==> config.mk <==
export PLATFORM = sky130hd
export DESIGN_NAME = shift_compare_subtract_unit
export DESIGN_NICKNAME = d
export VERILOG_FILES = /design/src/scsu_pkg.sv /design/src/alu_lane_if.sv /design/src/shift_unit.sv /design/src/arith_unit.sv /design/src/shift_compare_subtract_unit.sv
export SDC_FILE = /design/constraint.sdc
export NUM_CORES = 1
export LEC_CHECK = 0
export BUFFER_PORTS_ARGS = -buffer_cell sky130_fd_sc_hd__buf_4
export CAP_MARGIN = 40
export CORE_UTILIZATION = 55
export CTS_BUF_LIST = sky130_fd_sc_hd__clkbuf_4 sky130_fd_sc_hd__clkbuf_8
export CTS_CLUSTER_SIZE = 14
export DETAILED_ROUTE_END_ITERATION = 16
export PLACE_DENSITY_LB_ADDON = 0.08
export SLEW_MARGIN = 20
export SYNTH_ARGS = -nofsm -noshare
export SYNTH_HDL_FRONTEND = slang
export SYNTH_HIERARCHICAL = 1
export SYNTH_SLANG_ARGS = --single-unit
==> constraint.sdc <==
create_clock -name i_core_clk -period 0.88 [get_ports i_core_clk]
set_input_delay 0.22 -clock i_core_clk [delete_from_list [all_inputs] [get_ports i_core_clk]]
set_output_delay 0.22 -clock i_core_clk [all_outputs]
set_load 0.05 [all_outputs]
==> src/scsu_pkg.sv <==
// Package: opcodes, field positions, widths and operation codes of the execute slice
package scsu_pkg;
  localparam int WORD_W = 32;
  localparam int DWORD_W = 64;
  localparam int REG_IDX_W = 5;
  localparam int SHAMT_W = 5;
  localparam int OPC_MSB = 31;
  localparam int OPC_LSB = 26;
  localparam int SRCA_MSB = 25;
  localparam int SRCA_LSB = 21;
  localparam int SRCB_MSB = 20;
  localparam int SRCB_LSB = 16;
  localparam int DST_MSB = 15;
  localparam int DST_LSB = 11;
  localparam int SHAMT_MSB = 10;
  localparam int SHAMT_LSB = 6;
  localparam int FN_MSB = 5;
  localparam int FN_LSB = 0;
  localparam int IMM_MSB = 15;
  localparam int IMM_LSB = 0;
  localparam logic [5:0] OPC_REGISTER_OP_GROUP = 6'h00;
  localparam logic [5:0] OPC_SIGNED_LESS_IMM = 6'h0a;
  localparam logic [5:0] OPC_UNSIGNED_LESS_IMM = 6'h0b;
  localparam logic [5:0] FN_LEFT_SHIFT_VAR = 6'h04;
  localparam logic [5:0] FN_LOGIC_RIGHT_IMM = 6'h02;
  localparam logic [5:0] FN_ARITH_RIGHT_IMM = 6'h03;
  localparam logic [5:0] FN_LOGIC_RIGHT_VAR = 6'h06;
  localparam logic [5:0] FN_ARITH_RIGHT_VAR = 6'h07;
  localparam logic [5:0] FN_SIGNED_LESS = 6'h2a;
  localparam logic [5:0] FN_UNSIGNED_LESS = 6'h2b;
  localparam logic [5:0] FN_DIFFERENCE_TRAP = 6'h22;
  localparam logic [5:0] FN_DIFFERENCE_NO_TRAP = 6'h23;
  localparam logic [63:0] WB_DATA_RST = 64'h0;
  localparam logic [4:0] WB_IDX_RST = 5'h0;
  typedef enum logic [3:0] {
    OP_NONE = 4'h0,
    OP_LEFT_SHIFT_VAR = 4'h1,
    OP_LOGIC_RIGHT_SHIFT_IMM = 4'h2,
    OP_ARITH_RIGHT_SHIFT_IMM = 4'h3,
    OP_LOGIC_RIGHT_SHIFT_VAR = 4'h4,
    OP_ARITH_RIGHT_SHIFT_VAR = 4'h5,
    OP_SIGNED_LESS_FLAG = 4'h6,
    OP_UNSIGNED_LESS_FLAG = 4'h7,
    OP_SIGNED_LESS_IMM_FLAG = 4'h8,
    OP_UNSIGNED_LESS_IMM_FLAG = 4'h9,
    OP_DIFFERENCE_TRAP = 4'ha,
    OP_DIFFERENCE_NO_TRAP = 4'hb
  } alu_op_t;
endpackage : scsu_pkg

==> src/alu_lane_if.sv <==
// Interface: operands and results passed between the slice and its two units
`timescale 1ns/1ps
interface alu_lane_if;
  import scsu_pkg::*;
  alu_op_t op;
  logic [63:0] opnd_a;
  logic [63:0] opnd_b;
  logic [4:0] amount;
  logic mode64;
  logic [63:0] shift_res;
  logic [63:0] cmp_res;
  logic [63:0] diff_res;
  logic ovf;
  modport issue_mp(output op, opnd_a, opnd_b, amount, mode64,
                   input shift_res, cmp_res, diff_res, ovf);
  modport shift_mp(input op, opnd_b, amount, mode64, output shift_res);
  modport arith_mp(input op, opnd_a, opnd_b, mode64, output cmp_res, diff_res, ovf);
endinterface : alu_lane_if

==> src/shift_unit.sv <==
// Shift unit: 32-bit word shifts, sign-extended into 64 bits in 64-bit mode
`timescale 1ns/1ps
module shift_unit
  import scsu_pkg::*;
(
  alu_lane_if.shift_mp lane
);
  logic [31:0] word;

  always_comb begin
    unique case (lane.op)
      OP_LEFT_SHIFT_VAR: word = lane.opnd_b[31:0] << lane.amount;
      OP_LOGIC_RIGHT_SHIFT_IMM,
      OP_LOGIC_RIGHT_SHIFT_VAR: word = lane.opnd_b[31:0] >> lane.amount;
      OP_ARITH_RIGHT_SHIFT_IMM,
      OP_ARITH_RIGHT_SHIFT_VAR: word = 32'($signed(lane.opnd_b[31:0]) >>> lane.amount);
      default: word = 32'h0;
    endcase
  end

  // Upper half taken from word bit 31 in 64-bit mode and zero in 32-bit mode, so a badly extended operand still yields a clean word
  assign lane.shift_res = lane.mode64 ? {{32{word[31]}}, word} : {32'h0, word};

endmodule : shift_unit

==> src/arith_unit.sv <==
// Arithmetic unit: set-on-less-than compares and 32-bit subtract with overflow detect
`timescale 1ns/1ps
module arith_unit
  import scsu_pkg::*;
(
  alu_lane_if.arith_mp lane
);
  logic [32:0] full_sum;
  logic [31:0] low_sum;
  logic carry30;
  logic carry31;
  logic lt_signed;
  logic lt_unsigned;
  logic is_signed;
  logic is_unsigned;

  // Subtract as a + ~b + 1 so both carries are visible
  assign full_sum = {1'h0, lane.opnd_a[31:0]} + {1'h0, ~lane.opnd_b[31:0]} + 33'h1;
  assign low_sum = {1'h0, lane.opnd_a[30:0]} + {1'h0, ~lane.opnd_b[30:0]} + 32'h1;
  assign carry30 = low_sum[31];
  assign carry31 = full_sum[32];
  assign lane.ovf = (lane.op == OP_DIFFERENCE_TRAP) && (carry30 ^ carry31);
  assign lane.diff_res = lane.mode64 ? {{32{full_sum[31]}}, full_sum[31:0]}
                                     : {32'h0, full_sum[31:0]};

  // Direct magnitude compare, never via the difference, so overflow cannot corrupt it
  always_comb begin
    if (lane.mode64) begin
      lt_signed = $signed(lane.opnd_a) < $signed(lane.opnd_b);
      lt_unsigned = lane.opnd_a < lane.opnd_b;
    end else begin
      lt_signed = $signed(lane.opnd_a[31:0]) < $signed(lane.opnd_b[31:0]);
      lt_unsigned = lane.opnd_a[31:0] < lane.opnd_b[31:0];
    end
  end

  assign is_signed = (lane.op == OP_SIGNED_LESS_FLAG) || (lane.op == OP_SIGNED_LESS_IMM_FLAG);
  assign is_unsigned = (lane.op == OP_UNSIGNED_LESS_FLAG)
                    || (lane.op == OP_UNSIGNED_LESS_IMM_FLAG);
  assign lane.cmp_res = {63'h0, (is_signed && lt_signed) || (is_unsigned && lt_unsigned)};

endmodule : arith_unit

==> src/shift_compare_subtract_unit.sv <==
// Execute slice: shifts, set-on-less-than and subtract, one result per cycle
// Notes on behaviour
// - Variable left shift by source A low five bits, zeros fill low bits.
// - 64-bit mode sign-extends the left shift word for every amount.
// - Signed less-than writes one or zero, all upper bits zero.
// - Compares never trap and stay correct when the difference overflows.
// - Immediate signed compare sign-extends immediate, writes into source B field.
// - Unsigned compares treat operands, including sign-extended immediate, as unsigned.
// - Arithmetic right shifts replicate bit 31, immediate or variable amount.
// - Logical right shifts fill vacated high bits with zeros.
// - Trapping subtract flags overflow when carries out of bits 30, 31 differ.
// - On that overflow the destination write is suppressed.
// - Non-trapping subtract gives the same difference and never traps.
// - 64-bit mode subtract result is sign-extended from bit 31.
`timescale 1ns/1ps
module shift_compare_subtract_unit
  import scsu_pkg::*;
(
  input wire logic i_core_clk,
  input wire logic i_rst_n,
  input wire logic i_valid,
  input wire logic [31:0] i_instr,
  input wire logic [63:0] i_src_a,
  input wire logic [63:0] i_src_b,
  input wire logic i_mode64,
  output logic o_done,
  output logic o_wb_en,
  output logic [4:0] o_wb_idx,
  output logic [63:0] o_wb_data,
  output logic o_ovf_exc,
  output logic o_not_handled
);

  ////////////////////////////////////////////////////////////////////////////////
  // Decode

  alu_lane_if lane();
  alu_op_t dec_op;
  logic [5:0] opcode;
  logic [5:0] funct;
  logic [63:0] imm_sext;
  logic is_imm_form;
  logic is_var_shift;

  assign opcode = i_instr[OPC_MSB:OPC_LSB];
  assign funct = i_instr[FN_MSB:FN_LSB];
  assign imm_sext = {{48{i_instr[IMM_MSB]}}, i_instr[IMM_MSB:IMM_LSB]};

  always_comb begin
    dec_op = OP_NONE;
    if (opcode == OPC_REGISTER_OP_GROUP) begin
      unique case (funct)
        FN_LEFT_SHIFT_VAR: dec_op = OP_LEFT_SHIFT_VAR;
        FN_LOGIC_RIGHT_IMM: dec_op = OP_LOGIC_RIGHT_SHIFT_IMM;
        FN_ARITH_RIGHT_IMM: dec_op = OP_ARITH_RIGHT_SHIFT_IMM;
        FN_LOGIC_RIGHT_VAR: dec_op = OP_LOGIC_RIGHT_SHIFT_VAR;
        FN_ARITH_RIGHT_VAR: dec_op = OP_ARITH_RIGHT_SHIFT_VAR;
        FN_SIGNED_LESS: dec_op = OP_SIGNED_LESS_FLAG;
        FN_UNSIGNED_LESS: dec_op = OP_UNSIGNED_LESS_FLAG;
        FN_DIFFERENCE_TRAP: dec_op = OP_DIFFERENCE_TRAP;
        FN_DIFFERENCE_NO_TRAP: dec_op = OP_DIFFERENCE_NO_TRAP;
        default: dec_op = OP_NONE;
      endcase
    end else if (opcode == OPC_SIGNED_LESS_IMM) begin
      dec_op = OP_SIGNED_LESS_IMM_FLAG;
    end else if (opcode == OPC_UNSIGNED_LESS_IMM) begin
      dec_op = OP_UNSIGNED_LESS_IMM_FLAG;
    end
  end

  assign is_imm_form = (dec_op == OP_SIGNED_LESS_IMM_FLAG)
                    || (dec_op == OP_UNSIGNED_LESS_IMM_FLAG);
  assign is_var_shift = (dec_op == OP_LEFT_SHIFT_VAR)
                     || (dec_op == OP_LOGIC_RIGHT_SHIFT_VAR)
                     || (dec_op == OP_ARITH_RIGHT_SHIFT_VAR);

  assign lane.op = dec_op;
  assign lane.opnd_a = i_src_a;
  assign lane.opnd_b = is_imm_form ? imm_sext : i_src_b;
  // Immediate shifts never read source A, so a stale register value cannot leak in
  assign lane.amount = is_var_shift ? i_src_a[4:0]
                                    : i_instr[SHAMT_MSB:SHAMT_LSB];
  assign lane.mode64 = i_mode64;

  shift_unit u_shift (
    .lane(lane.shift_mp)
  );

  arith_unit u_arith (
    .lane(lane.arith_mp)
  );

  ////////////////////////////////////////////////////////////////////////////////
  // Result select and write-back stage

  logic done_reg;
  logic done_next;
  logic wb_en_reg;
  logic wb_en_next;
  logic [4:0] wb_idx_reg;
  logic [4:0] wb_idx_next;
  logic [63:0] wb_data_reg;
  logic [63:0] wb_data_next;
  logic ovf_reg;
  logic ovf_next;
  logic not_handled_reg;
  logic not_handled_next;
  logic [63:0] result;

  always_comb begin
    unique case (dec_op)
      OP_SIGNED_LESS_FLAG, OP_UNSIGNED_LESS_FLAG,
      OP_SIGNED_LESS_IMM_FLAG, OP_UNSIGNED_LESS_IMM_FLAG: result = lane.cmp_res;
      OP_DIFFERENCE_TRAP, OP_DIFFERENCE_NO_TRAP: result = lane.diff_res;
      default: result = lane.shift_res;
    endcase
  end

  always_comb begin
    done_next = i_valid;
    ovf_next = i_valid && lane.ovf;
    wb_en_next = i_valid && (dec_op != OP_NONE) && !lane.ovf;
    not_handled_next = i_valid && (dec_op == OP_NONE);
    wb_idx_next = is_imm_form ? i_instr[SRCB_MSB:SRCB_LSB] : i_instr[DST_MSB:DST_LSB];
    // Data only moves on a real write, so a trapped subtract leaves the bus quiet
    wb_data_next = wb_en_next ? result : wb_data_reg;
  end

  always_ff @(posedge i_core_clk or negedge i_rst_n) begin
    if (!i_rst_n) begin
      done_reg <= 1'h0;
      wb_en_reg <= 1'h0;
      wb_idx_reg <= WB_IDX_RST;
      wb_data_reg <= WB_DATA_RST;
      ovf_reg <= 1'h0;
      not_handled_reg <= 1'h0;
    end else begin
      done_reg <= done_next;
      wb_en_reg <= wb_en_next;
      wb_idx_reg <= wb_idx_next;
      wb_data_reg <= wb_data_next;
      ovf_reg <= ovf_next;
      not_handled_reg <= not_handled_next;
    end
  end

  assign o_done = done_reg;
  assign o_wb_en = wb_en_reg;
  assign o_wb_idx = wb_idx_reg;
  assign o_wb_data = wb_data_reg;
  assign o_ovf_exc = ovf_reg;
  assign o_not_handled = not_handled_reg;

  ////////////////////////////////////////////////////////////////////////////////
  // Checks: reference values computed apart from the units

  logic [31:0] exp_left_shift_var;
  logic [31:0] exp_sra;
  logic [31:0] exp_srl;
  logic [31:0] exp_diff;
  logic exp_ovf;
  logic exp_slt;
  logic exp_signed_less_imm_flag;
  logic exp_unsigned_less_imm_flag;
  logic is_cmp;
  logic [31:0] exp_arith_right_shift_var;
  logic [31:0] exp_srl_imm;
  logic exp_unsigned_less_flag;
  logic exp_slt32;
  logic exp_slti32;
  logic exp_sltiu32;
  logic is_right_shift;

  assign exp_left_shift_var = i_src_b[31:0] << i_src_a[4:0];
  assign exp_sra = 32'($signed(i_src_b[31:0]) >>> i_instr[SHAMT_MSB:SHAMT_LSB]);
  assign exp_srl = i_src_b[31:0] >> i_src_a[4:0];
  assign exp_diff = i_src_a[31:0] - i_src_b[31:0];
  assign exp_ovf = (i_src_a[31] != i_src_b[31]) && (exp_diff[31] != i_src_a[31]);
  assign exp_slt = $signed(i_src_a) < $signed(i_src_b);
  assign exp_signed_less_imm_flag = $signed(i_src_a) < $signed(imm_sext);
  assign exp_unsigned_less_imm_flag = i_src_a < imm_sext;
  assign is_cmp = is_imm_form || (dec_op == OP_SIGNED_LESS_FLAG)
               || (dec_op == OP_UNSIGNED_LESS_FLAG);
  // Word-mode references look at the low halves only, as the slice does in 32-bit mode
  assign exp_arith_right_shift_var = 32'($signed(i_src_b[31:0]) >>> i_src_a[4:0]);
  assign exp_srl_imm = i_src_b[31:0] >> i_instr[SHAMT_MSB:SHAMT_LSB];
  assign exp_unsigned_less_flag = i_src_a < i_src_b;
  assign exp_slt32 = $signed(i_src_a[31:0]) < $signed(i_src_b[31:0]);
  assign exp_slti32 = $signed(i_src_a[31:0]) < $signed(imm_sext[31:0]);
  assign exp_sltiu32 = i_src_a[31:0] < imm_sext[31:0];
  assign is_right_shift = (dec_op == OP_LOGIC_RIGHT_SHIFT_IMM)
                       || (dec_op == OP_ARITH_RIGHT_SHIFT_IMM)
                       || (dec_op == OP_LOGIC_RIGHT_SHIFT_VAR)
                       || (dec_op == OP_ARITH_RIGHT_SHIFT_VAR);
endmodule : shift_compare_subtract_unit

==> flow_metrics.env, run 1 <==
export IMPL_tool_error="[ERROR GRT-0232] Routing congestion too high. Check the congestion heatmap in the GUI."
export IMPL_track_usage_pct=81.01
export IMPL_synth_seq_cells=73
export IMPL_synth_most_common_cell="nand2_1"
export IMPL_cts_htree_levels=3
export IMPL_die_h_um=151.7
export IMPL_synth_area_per_cell_um2=7.761
export IMPL_yosysSeqAreaShare_pct=14.81
export IMPL_synth_edff_count=0
export IMPL_synth_ff_type="dfrtp_1"
export IMPL_synthesis_area_mm2=0.01233
export IMPL_grt_worst_endpoint="o_wb_data[35]$_DFFE_PN0P_/D"
export IMPL_worst_endpoint_kind="register data pin"
export IMPL_yosysTopAreaCell="dfrtp_1"
export IMPL_haltStage="global routing"
export IMPL_cts_sinks=73
export IMPL_synth_cell_types=85
export IMPL_placed_area_mm2=0.01637
export IMPL_globalplace_congestion=1.095
export IMPL_start_util_pct=56.33
export IMPL_clockBufferDepth=2
export IMPL_yosys_top_cells_area="dfrtp_1, buf_4, mux4_2"
export IMPL_port_buffers=231
export IMPL_grt_max_degree=68
export IMPL_die_w_um=151.7
export IMPL_cts_root_buffer="clkbuf_8"
export IMPL_cts_buffers=9
export IMPL_ys_warn_count=6
export IMPL_grt_overflow_total=16
export IMPL_async_reset_ff_share_pct=100.0
export IMPL_status="aborted with a tool error"
export IMPL_synth_cells=1589
export IMPL_io_pins=237
export IMPL_synth_top_cell_area_share_pct=14.81
export IMPL_dp_hpwl_um=40690
export IMPL_row_count=54
export IMPL_netlist_top_cells_count="nand2_1, buf_4, nor2_1"
export IMPL_antenna_found_initial=12
==> cell families after synthesis <==
logic type	share of synthesized area (%)
and+or+nand+nor	19.61
AOI/OAI and AO/OA	26.46
buffers and inverters	14.74
muxes	15.62
DFF	14.81
adders and majority gates	6.656
xor gates and xnor gates	2.060
other	0.03041
==> routing by layer <==
| metal | track usage [%] | overflow |
|---|---|---|
| met1 | 83.05 | 2 |
| met4 | 71.73 | 5 |
| met3 | 71.47 | 5 |
| met2 | 92.52 | 4 |
| met5 | 55.91 | 0 |
==> what timing repair did <==
item / CTS
hold buffers: 1
endpoints found under the hold margin: 73
gates cloned: 10
pin swaps: 30
setup endpoints to repair: 145
buffers inserted: 72
resized for setup: 215
==> through the flow <==
stage | cells | TNS, ns | hold WS, ns | utilization, % | setup slack (ns)
floorplan | 1651 | -211.04 | -0.07559 | - | -3.255
global placement | 2295 | -225.79 | 0.08385 | 74.77 | -3.493
detailed placement | 2295 | -237.45 | 0.08520 | 74.77 | -3.681
CTS | 2393 | -217.93 | 0.05790 | 83.01 | -3.051
==> inputs of run 2 (changes only) <==
CORE_UTILIZATION = 40   (was 55)
CTS_BUF_LIST = not set   (was sky130_fd_sc_hd__clkbuf_4 sky130_fd_sc_hd__clkbuf_8)
CTS_CLUSTER_SIZE = not set   (was 14)
PLACE_DENSITY_LB_ADDON = 0.15   (was 0.08)
==> run 2 against run 1 <==
Synthesized cell count unchanged; synthesized area unchanged; the flow now finishes, with violations (negative setup slack).
==> flow_metrics.env, run 2 <==
export IMPL_start_util_pct=41.17
export IMPL_viasPerCell=5.642
export IMPL_cts_buffers=9
export IMPL_track_usage_pct=34.22
export IMPL_synth_top_cell_area_share_pct=14.81
export IMPL_vdd_drop_max_mv=0.8002
export IMPL_status="finished with violations"
export IMPL_cts_root_buffer="clkbuf_16"
export IMPL_ff2ff_setup_slack_ns=-0.02
export IMPL_yosys_top_cells_area="dfrtp_1, buf_4, mux4_2"
export IMPL_port_buffers=231
export IMPL_fin_crit_sh_pct=455.8
export IMPL_cp_max_fo=7
export IMPL_yosysSeqAreaShare_pct=14.81
export IMPL_mostFrequentLayoutCells="buf_4, nand2_1, nor2_1"
export IMPL_drt_iter0_drc=1186
export IMPL_area_delta_synth_final_pct=54.74
export IMPL_layout_commonest_cell="buf_4"
export IMPL_max_freq_ghz=0.2493
export IMPL_crit_buf_inv=7
export IMPL_cts_sinks=73
export IMPL_cts_htree_levels=3
export IMPL_routedWlPerCell_um=21.71
export IMPL_violations="negative setup slack"
export IMPL_synth_cell_types=85
export IMPL_grt_max_degree=68
export IMPL_crit_arrival_ns=4.23
export IMPL_totalWireLength_um=55380
export IMPL_start_kind="input port"
export IMPL_netlist_top_cells_count="nand2_1, buf_4, nor2_1"
export IMPL_rsz0062_at_grt="true"
export IMPL_drc_errors=0
export IMPL_path_delay_family="compound AO/OA/AOI/OAI gates"
export IMPL_synthesis_area_mm2=0.01233
export IMPL_clockBufferDepth=2
export IMPL_powerDensity_mw_per_mm2=849.1
export IMPL_fin_crit_ns=4.011
export IMPL_post_place_ws_ns=-3.657
export IMPL_required_ns=1.10
export IMPL_grt_overflow_total=0
export IMPL_worstMarginPinSlew_ns=0.7163
export IMPL_largest_reg_flops=64
export IMPL_setup_tns_ns=-217.13
export IMPL_endpoint_kind="register"
export IMPL_timing_final_ws_setup_ns=-3.131
export IMPL_clk_pin_slew_ns=0.07
export IMPL_yosysTopAreaCell="dfrtp_1"
export IMPL_max_cap_violations=0
export IMPL_die_h_um=177.6
export IMPL_synth_most_common_cell="nand2_1"
export IMPL_core_mm2=0.02995
export IMPL_synth_ff_type="dfrtp_1"
export IMPL_finalSetupViolCount=144
export IMPL_path_cells="buf_8, or3_4, nor2_4, buf_6, and2_4, buf_4, a21o_1, inv_2, ha_4, a21o_1, a21oi_2, inv_2, o311ai_4, a21oi_4, o31ai_4, o21ai_4, mux2i_2, a2111o_1, a31o_4, buf_8, clkbuf_16, nand2_1, o31ai_1"
export IMPL_final_nets=2384
export IMPL_dp_hpwl_um=43010
export IMPL_die_area_mm2=0.03154
export IMPL_synth_cells=1589
export IMPL_synth_area_per_cell_um2=7.761
export IMPL_antenna_found_initial=1
export IMPL_num_vias=14390
export IMPL_die_w_um=177.6
export IMPL_io_pins=237
export IMPL_slowest_delay_ns=0.41
export IMPL_skew_ns=0
export IMPL_globalplace_congestion=1.007
export IMPL_cts_tree="yes"
export IMPL_drive_above_1_share_pct=45.88
export IMPL_async_reset_ff_share_pct=100.0
export IMPL_synth_seq_cells=73
export IMPL_first_pass_iters=5
export IMPL_critical_path_class="input port to register"
export IMPL_relSlewSlack_pct=52.24
export IMPL_ant_nets=0
export IMPL_hold_violations=0
export IMPL_grt_pass1_wl_um=82150
export IMPL_clk_latency_ns=0.35
export IMPL_row_count=63
export IMPL_drv_slew=0
export IMPL_ys_warn_count=6
export IMPL_synth_edff_count=0
export IMPL_hp_class="input port to register"
export IMPL_leakagePower_nw=9.419
export IMPL_first_global_vias=13820
export IMPL_fill_cells=2533
export IMPL_cp_slowest_cell="or3_4"
==> run 2: cell counts after synthesis <==
Identical to the previous run, type by type.
==> run 2: worst register-to-register path: stages (launching register included) <==
cell and delay (ns):
dfrtp_1 0.41, buf_4 0.15, buf_4 0.12, nand2_1 0.05, o21ai_1 0.06
==> run 2: layer usage <==
metal  global-route usage [%]  vias to the layer above  share of wire [%]
li1                         -                     6781                  -
met1                    46.37                     6968                 44
met2                    57.55                      586                 48
met3                    4.306                       57                6.4
met4                    7.835                        0                1.7
met5                        0                        -                  0
==> run 2: cell families (layout without fill, tap and decap cells) <==
family	Yosys count	count (layout)	share of synthesized area, %
other	1	64	0.03041
buffers and inverters	329	836	14.74
AND/OR/NAND/NOR	512	513	19.61
AO/OA/AOI/OAI	450	450	26.46
flip-flops	73	73	14.81
multiplexers	130	131	15.62
XOR/XNOR	29	29	2.060
adder cells (fa/ha/maj)	65	65	6.656
==> run 2: where the power goes <==
group | internal, W | switching (W) | leakage (nW) | total (W)
sequential | 0.00342 | 0.0000505 | 0.999 | 0.00347
clock | 0.00192 | 0.00159 | 0.129 | 0.00351
combinational | 0.00466 | 0.00457 | 8.29 | 0.00923
total | 0.0100 | 0.00621 | 9.42 | 0.0162
==> run 2: metrics by stage <==
step           area [um^2]  util, %  std cells  power [W]  hold WS [ns]
2_1_floorplan        12800        -       1651   0.008124      -0.07559
4_1_cts              18370    61.32       2510    0.01578       0.04739
6_report             19080    63.71       2551    0.01620       0.05501
5_1_grt              19080    63.71       2551    0.01692       0.06168
3_5_place_dp         16740    55.89       2428    0.01162       0.09504
3_3_place_gp         16740    55.89       2428    0.01157       0.09548
==> run 2: path summary, 6_finish.rpt <==
kind,startpoint,endpoint,depth (start not counted)
worst max-delay path,i_instr[31],o_wb_data[33],23
worst min-delay path,i_instr[19],o_wb_idx[3],3
worst max register to register,o_wb_data[60],o_wb_data[60],4
worst min register to register,o_wb_data[6],o_wb_data[6],2
max in group asynchronous,i_rst_n,o_wb_data[18],3
min in group asynchronous,i_rst_n,o_wb_idx[2],2
==> run 2: area by class of cell <==
| cell class | instances | area (um^2) | area share (%) |
|---|---|---|---|
| clock inverters | 6 | 42.54 | 0.2229 |
| diodes | 1 | 2.502 | 0.01311 |
| inverters | 85 | 321.6 | 1.685 |
| repair buffers | 735 | 6336 | 33.20 |
| clock buffers | 10 | 229.0 | 1.200 |
| well taps | 390 | 488.0 | 2.557 |
| flip-flops and latches | 73 | 1829 | 9.586 |
| multi-input cells | 1251 | 9833 | 51.53 |
==> run 2: repair_timing <==
| item | in CTS | in global routing |
|---|---|---|
| setup buffers | 60 | 37 |
| endpoints found under the hold margin | 13 | 0 |
| hold buffers | 1 | 0 |
| gates cloned | 6 | 4 |
| pin swaps | 39 | 51 |
| resized for setup | 184 | 94 |
| endpoints found under the setup margin | 144 | 145 |
No activity file was read; power rests on OpenSTA's default activity.
==> inputs of run 3 (changes only) <==
BUFFER_PORTS_ARGS = not set   (was -buffer_cell sky130_fd_sc_hd__buf_4)
DONT_BUFFER_PORTS = 1   (was not set)
==> run 3 against run 2 <==
The run ends with negative hold slack, negative setup slack left; register-to-register slack better by 0.17 ns; clock-buffer cell count stayed put; fmax is 2.9% higher; clock power is 23% higher; combinational power is 15% lower; largest cell class unchanged.
==> flow_metrics.env, run 3 (synthesis gave the netlist of run 2 again) <==
export IMPL_status="finished with violations"
export IMPL_violations="negative hold slack, negative setup slack"
export IMPL_routedWlPerCell_um=22.39
export IMPL_drv_slew=0
export IMPL_ctsHoldBuffers=9
export IMPL_leakagePower_nw=8.146
export IMPL_placed_area_mm2=0.01626
export IMPL_area_delta_synth_final_pct=38.72
export IMPL_hold_violations=73
export IMPL_drt_iter0_drc=1104
export IMPL_relSlewSlack_pct=52.88
export IMPL_endpoint_kind="register"
export IMPL_finalSetupViolCount=141
export IMPL_fin_crit_sh_pct=443.0
export IMPL_utilization_pct=57.11
export IMPL_grt_overflow_total=0
export IMPL_diodes=0
export IMPL_final_cells=2285
export IMPL_core_mm2=0.02995
export IMPL_fin_crit_ns=3.898
export IMPL_hp_class="input port to asynchronous set/reset pin"
export IMPL_design_area_mm2=0.01711
export IMPL_clk_pin_slew_ns=0.07
export IMPL_cts_tree="yes"
export IMPL_viasPerCell=5.776
export IMPL_start_util_pct=41.17
export IMPL_powerDensity_mw_per_mm2=917.6
export IMPL_antenna_found_initial=0
export IMPL_first_pass_iters=5
export IMPL_cts_htree_levels=3
export IMPL_cts_buffers=9
export IMPL_io_pins=237
export IMPL_critical_path_class="input port to register"
export IMPL_grt_pass1_wl_um=75930
export IMPL_setup_tns_ns=-213.53
export IMPL_cp_max_fo=20
export IMPL_port_buffers=0
export IMPL_largest_reg_flops=64
export IMPL_first_global_vias=12740
export IMPL_die_w_um=177.6
export IMPL_layout_commonest_cell="buf_4"
export IMPL_crit_arrival_ns=4.15
export IMPL_dp_hpwl_um=41220
export IMPL_ant_nets=0
export IMPL_cts_root_buffer="clkbuf_16"
export IMPL_vdd_drop_max_mv=0.9767
export IMPL_track_usage_pct=31.90
export IMPL_globalplace_congestion=0.9738
export IMPL_final_nets=2119
export IMPL_start_kind="input port"
export IMPL_timing_final_ws_setup_ns=-3.018
export IMPL_holdWs_ns=-0.4418
export IMPL_die_area_mm2=0.03154
export IMPL_post_place_ws_ns=-3.538
export IMPL_placed_cells=2252
export IMPL_drc_errors=0
export IMPL_totalWireLength_um=51160
export IMPL_required_ns=1.13
export IMPL_grt_max_degree=74
export IMPL_num_vias=13200
export IMPL_worstMarginPinSlew_ns=0.7068
export IMPL_skew_ns=0
export IMPL_cts_sinks=73
export IMPL_clockBufferDepth=2
export IMPL_die_h_um=177.6
export IMPL_clk_latency_ns=0.34
export IMPL_max_freq_ghz=0.2565
export IMPL_max_cap_violations=0
export IMPL_row_count=63
export IMPL_rsz0062_at_grt="true"
export IMPL_mostFrequentLayoutCells="buf_4, nand2_1, nor2_1"
export IMPL_drive_above_1_share_pct=33.98
==> run 3: area by class of cell <==
type,instances,area (um^2)
clock buffer,10,229.0
tap,390,488.0
clock inverter,6,116.4
fill,2796,12850
multi-input combinational,1250,9388
sequential,73,1829
timing repair buffer,471,4737
inverter,85,319.1
==> run 3: path summary, 6_finish.rpt <==
path / endpoint / start / slack (ns) / cells past startpoint
worst max-delay path: o_wb_data[35] / i_instr[28] / -3.02 / 20
worst min-delay path: o_wb_idx[2] / i_rst_n / -0.44 / 0
worst max register to register: o_wb_data[23] / o_wb_data[23] / 0.15 / 2
worst min register to register: o_wb_data[46] / o_wb_data[46] / 0.54 / 2
max in group asynchronous: o_wb_data[18] / i_rst_n / 1.16 / 0
min in group i_core_clk: o_ovf_exc / i_valid / 0.02 / 1
==> run 3: where the power goes <==
| group | internal [W] | switching, W |
|---|---|---|
| Combinational | 0.00385 | 0.00403 |
| Sequential | 0.00342 | 0.0000725 |
| Clock | 0.00279 | 0.00154 |
==> run 3: timing repair <==
action | CTS | global route
setup buffers | 1 | 5
resized for setup | 21 | 50
endpoints found under the setup margin | 141 | 143
pin swaps | 3 | 4
hold endpoints to repair | 79 | 73
cloned | 0 | 2
==> run 3: per-stage QoR <==
stage          hold WS [ns]  power [W]
2_1_floorplan      -0.07559   0.008124
3_3_place_gp       -0.07378    0.01094
3_5_place_dp       -0.07317    0.01099
4_1_cts             -0.4551    0.01547
5_1_grt             -0.4503    0.01642
6_report            -0.4418    0.01570
==> run 3: worst max-delay path: stages <==
cell and delay, ns:
or3_4 0.40, nor2_4 0.11, buf_12 0.16, nand2_1 0.07
nand2_2 0.08, inv_1 0.07, ha_4 0.25, a21o_1 0.17
a31o_1 0.18, a41o_1 0.25, a211oi_4 0.28, buf_6 0.17
a21oi_2 0.08, o31ai_4 0.28, o21ai_4 0.10, mux2i_2 0.19
a2111o_1 0.36, a31o_4 0.28, buf_12 0.18, o31ai_2 0.26
==> run 3: routing by layer <==
layer  routed length (um)  GRT usage, %  vias to the layer above
met3                 3041         5.398                       55
met4                 1436         9.865                        0
met5                    0             0                        -
met2                24060         53.35                      466
met1                22620         41.66                     6408
li1                     -             -                     6269
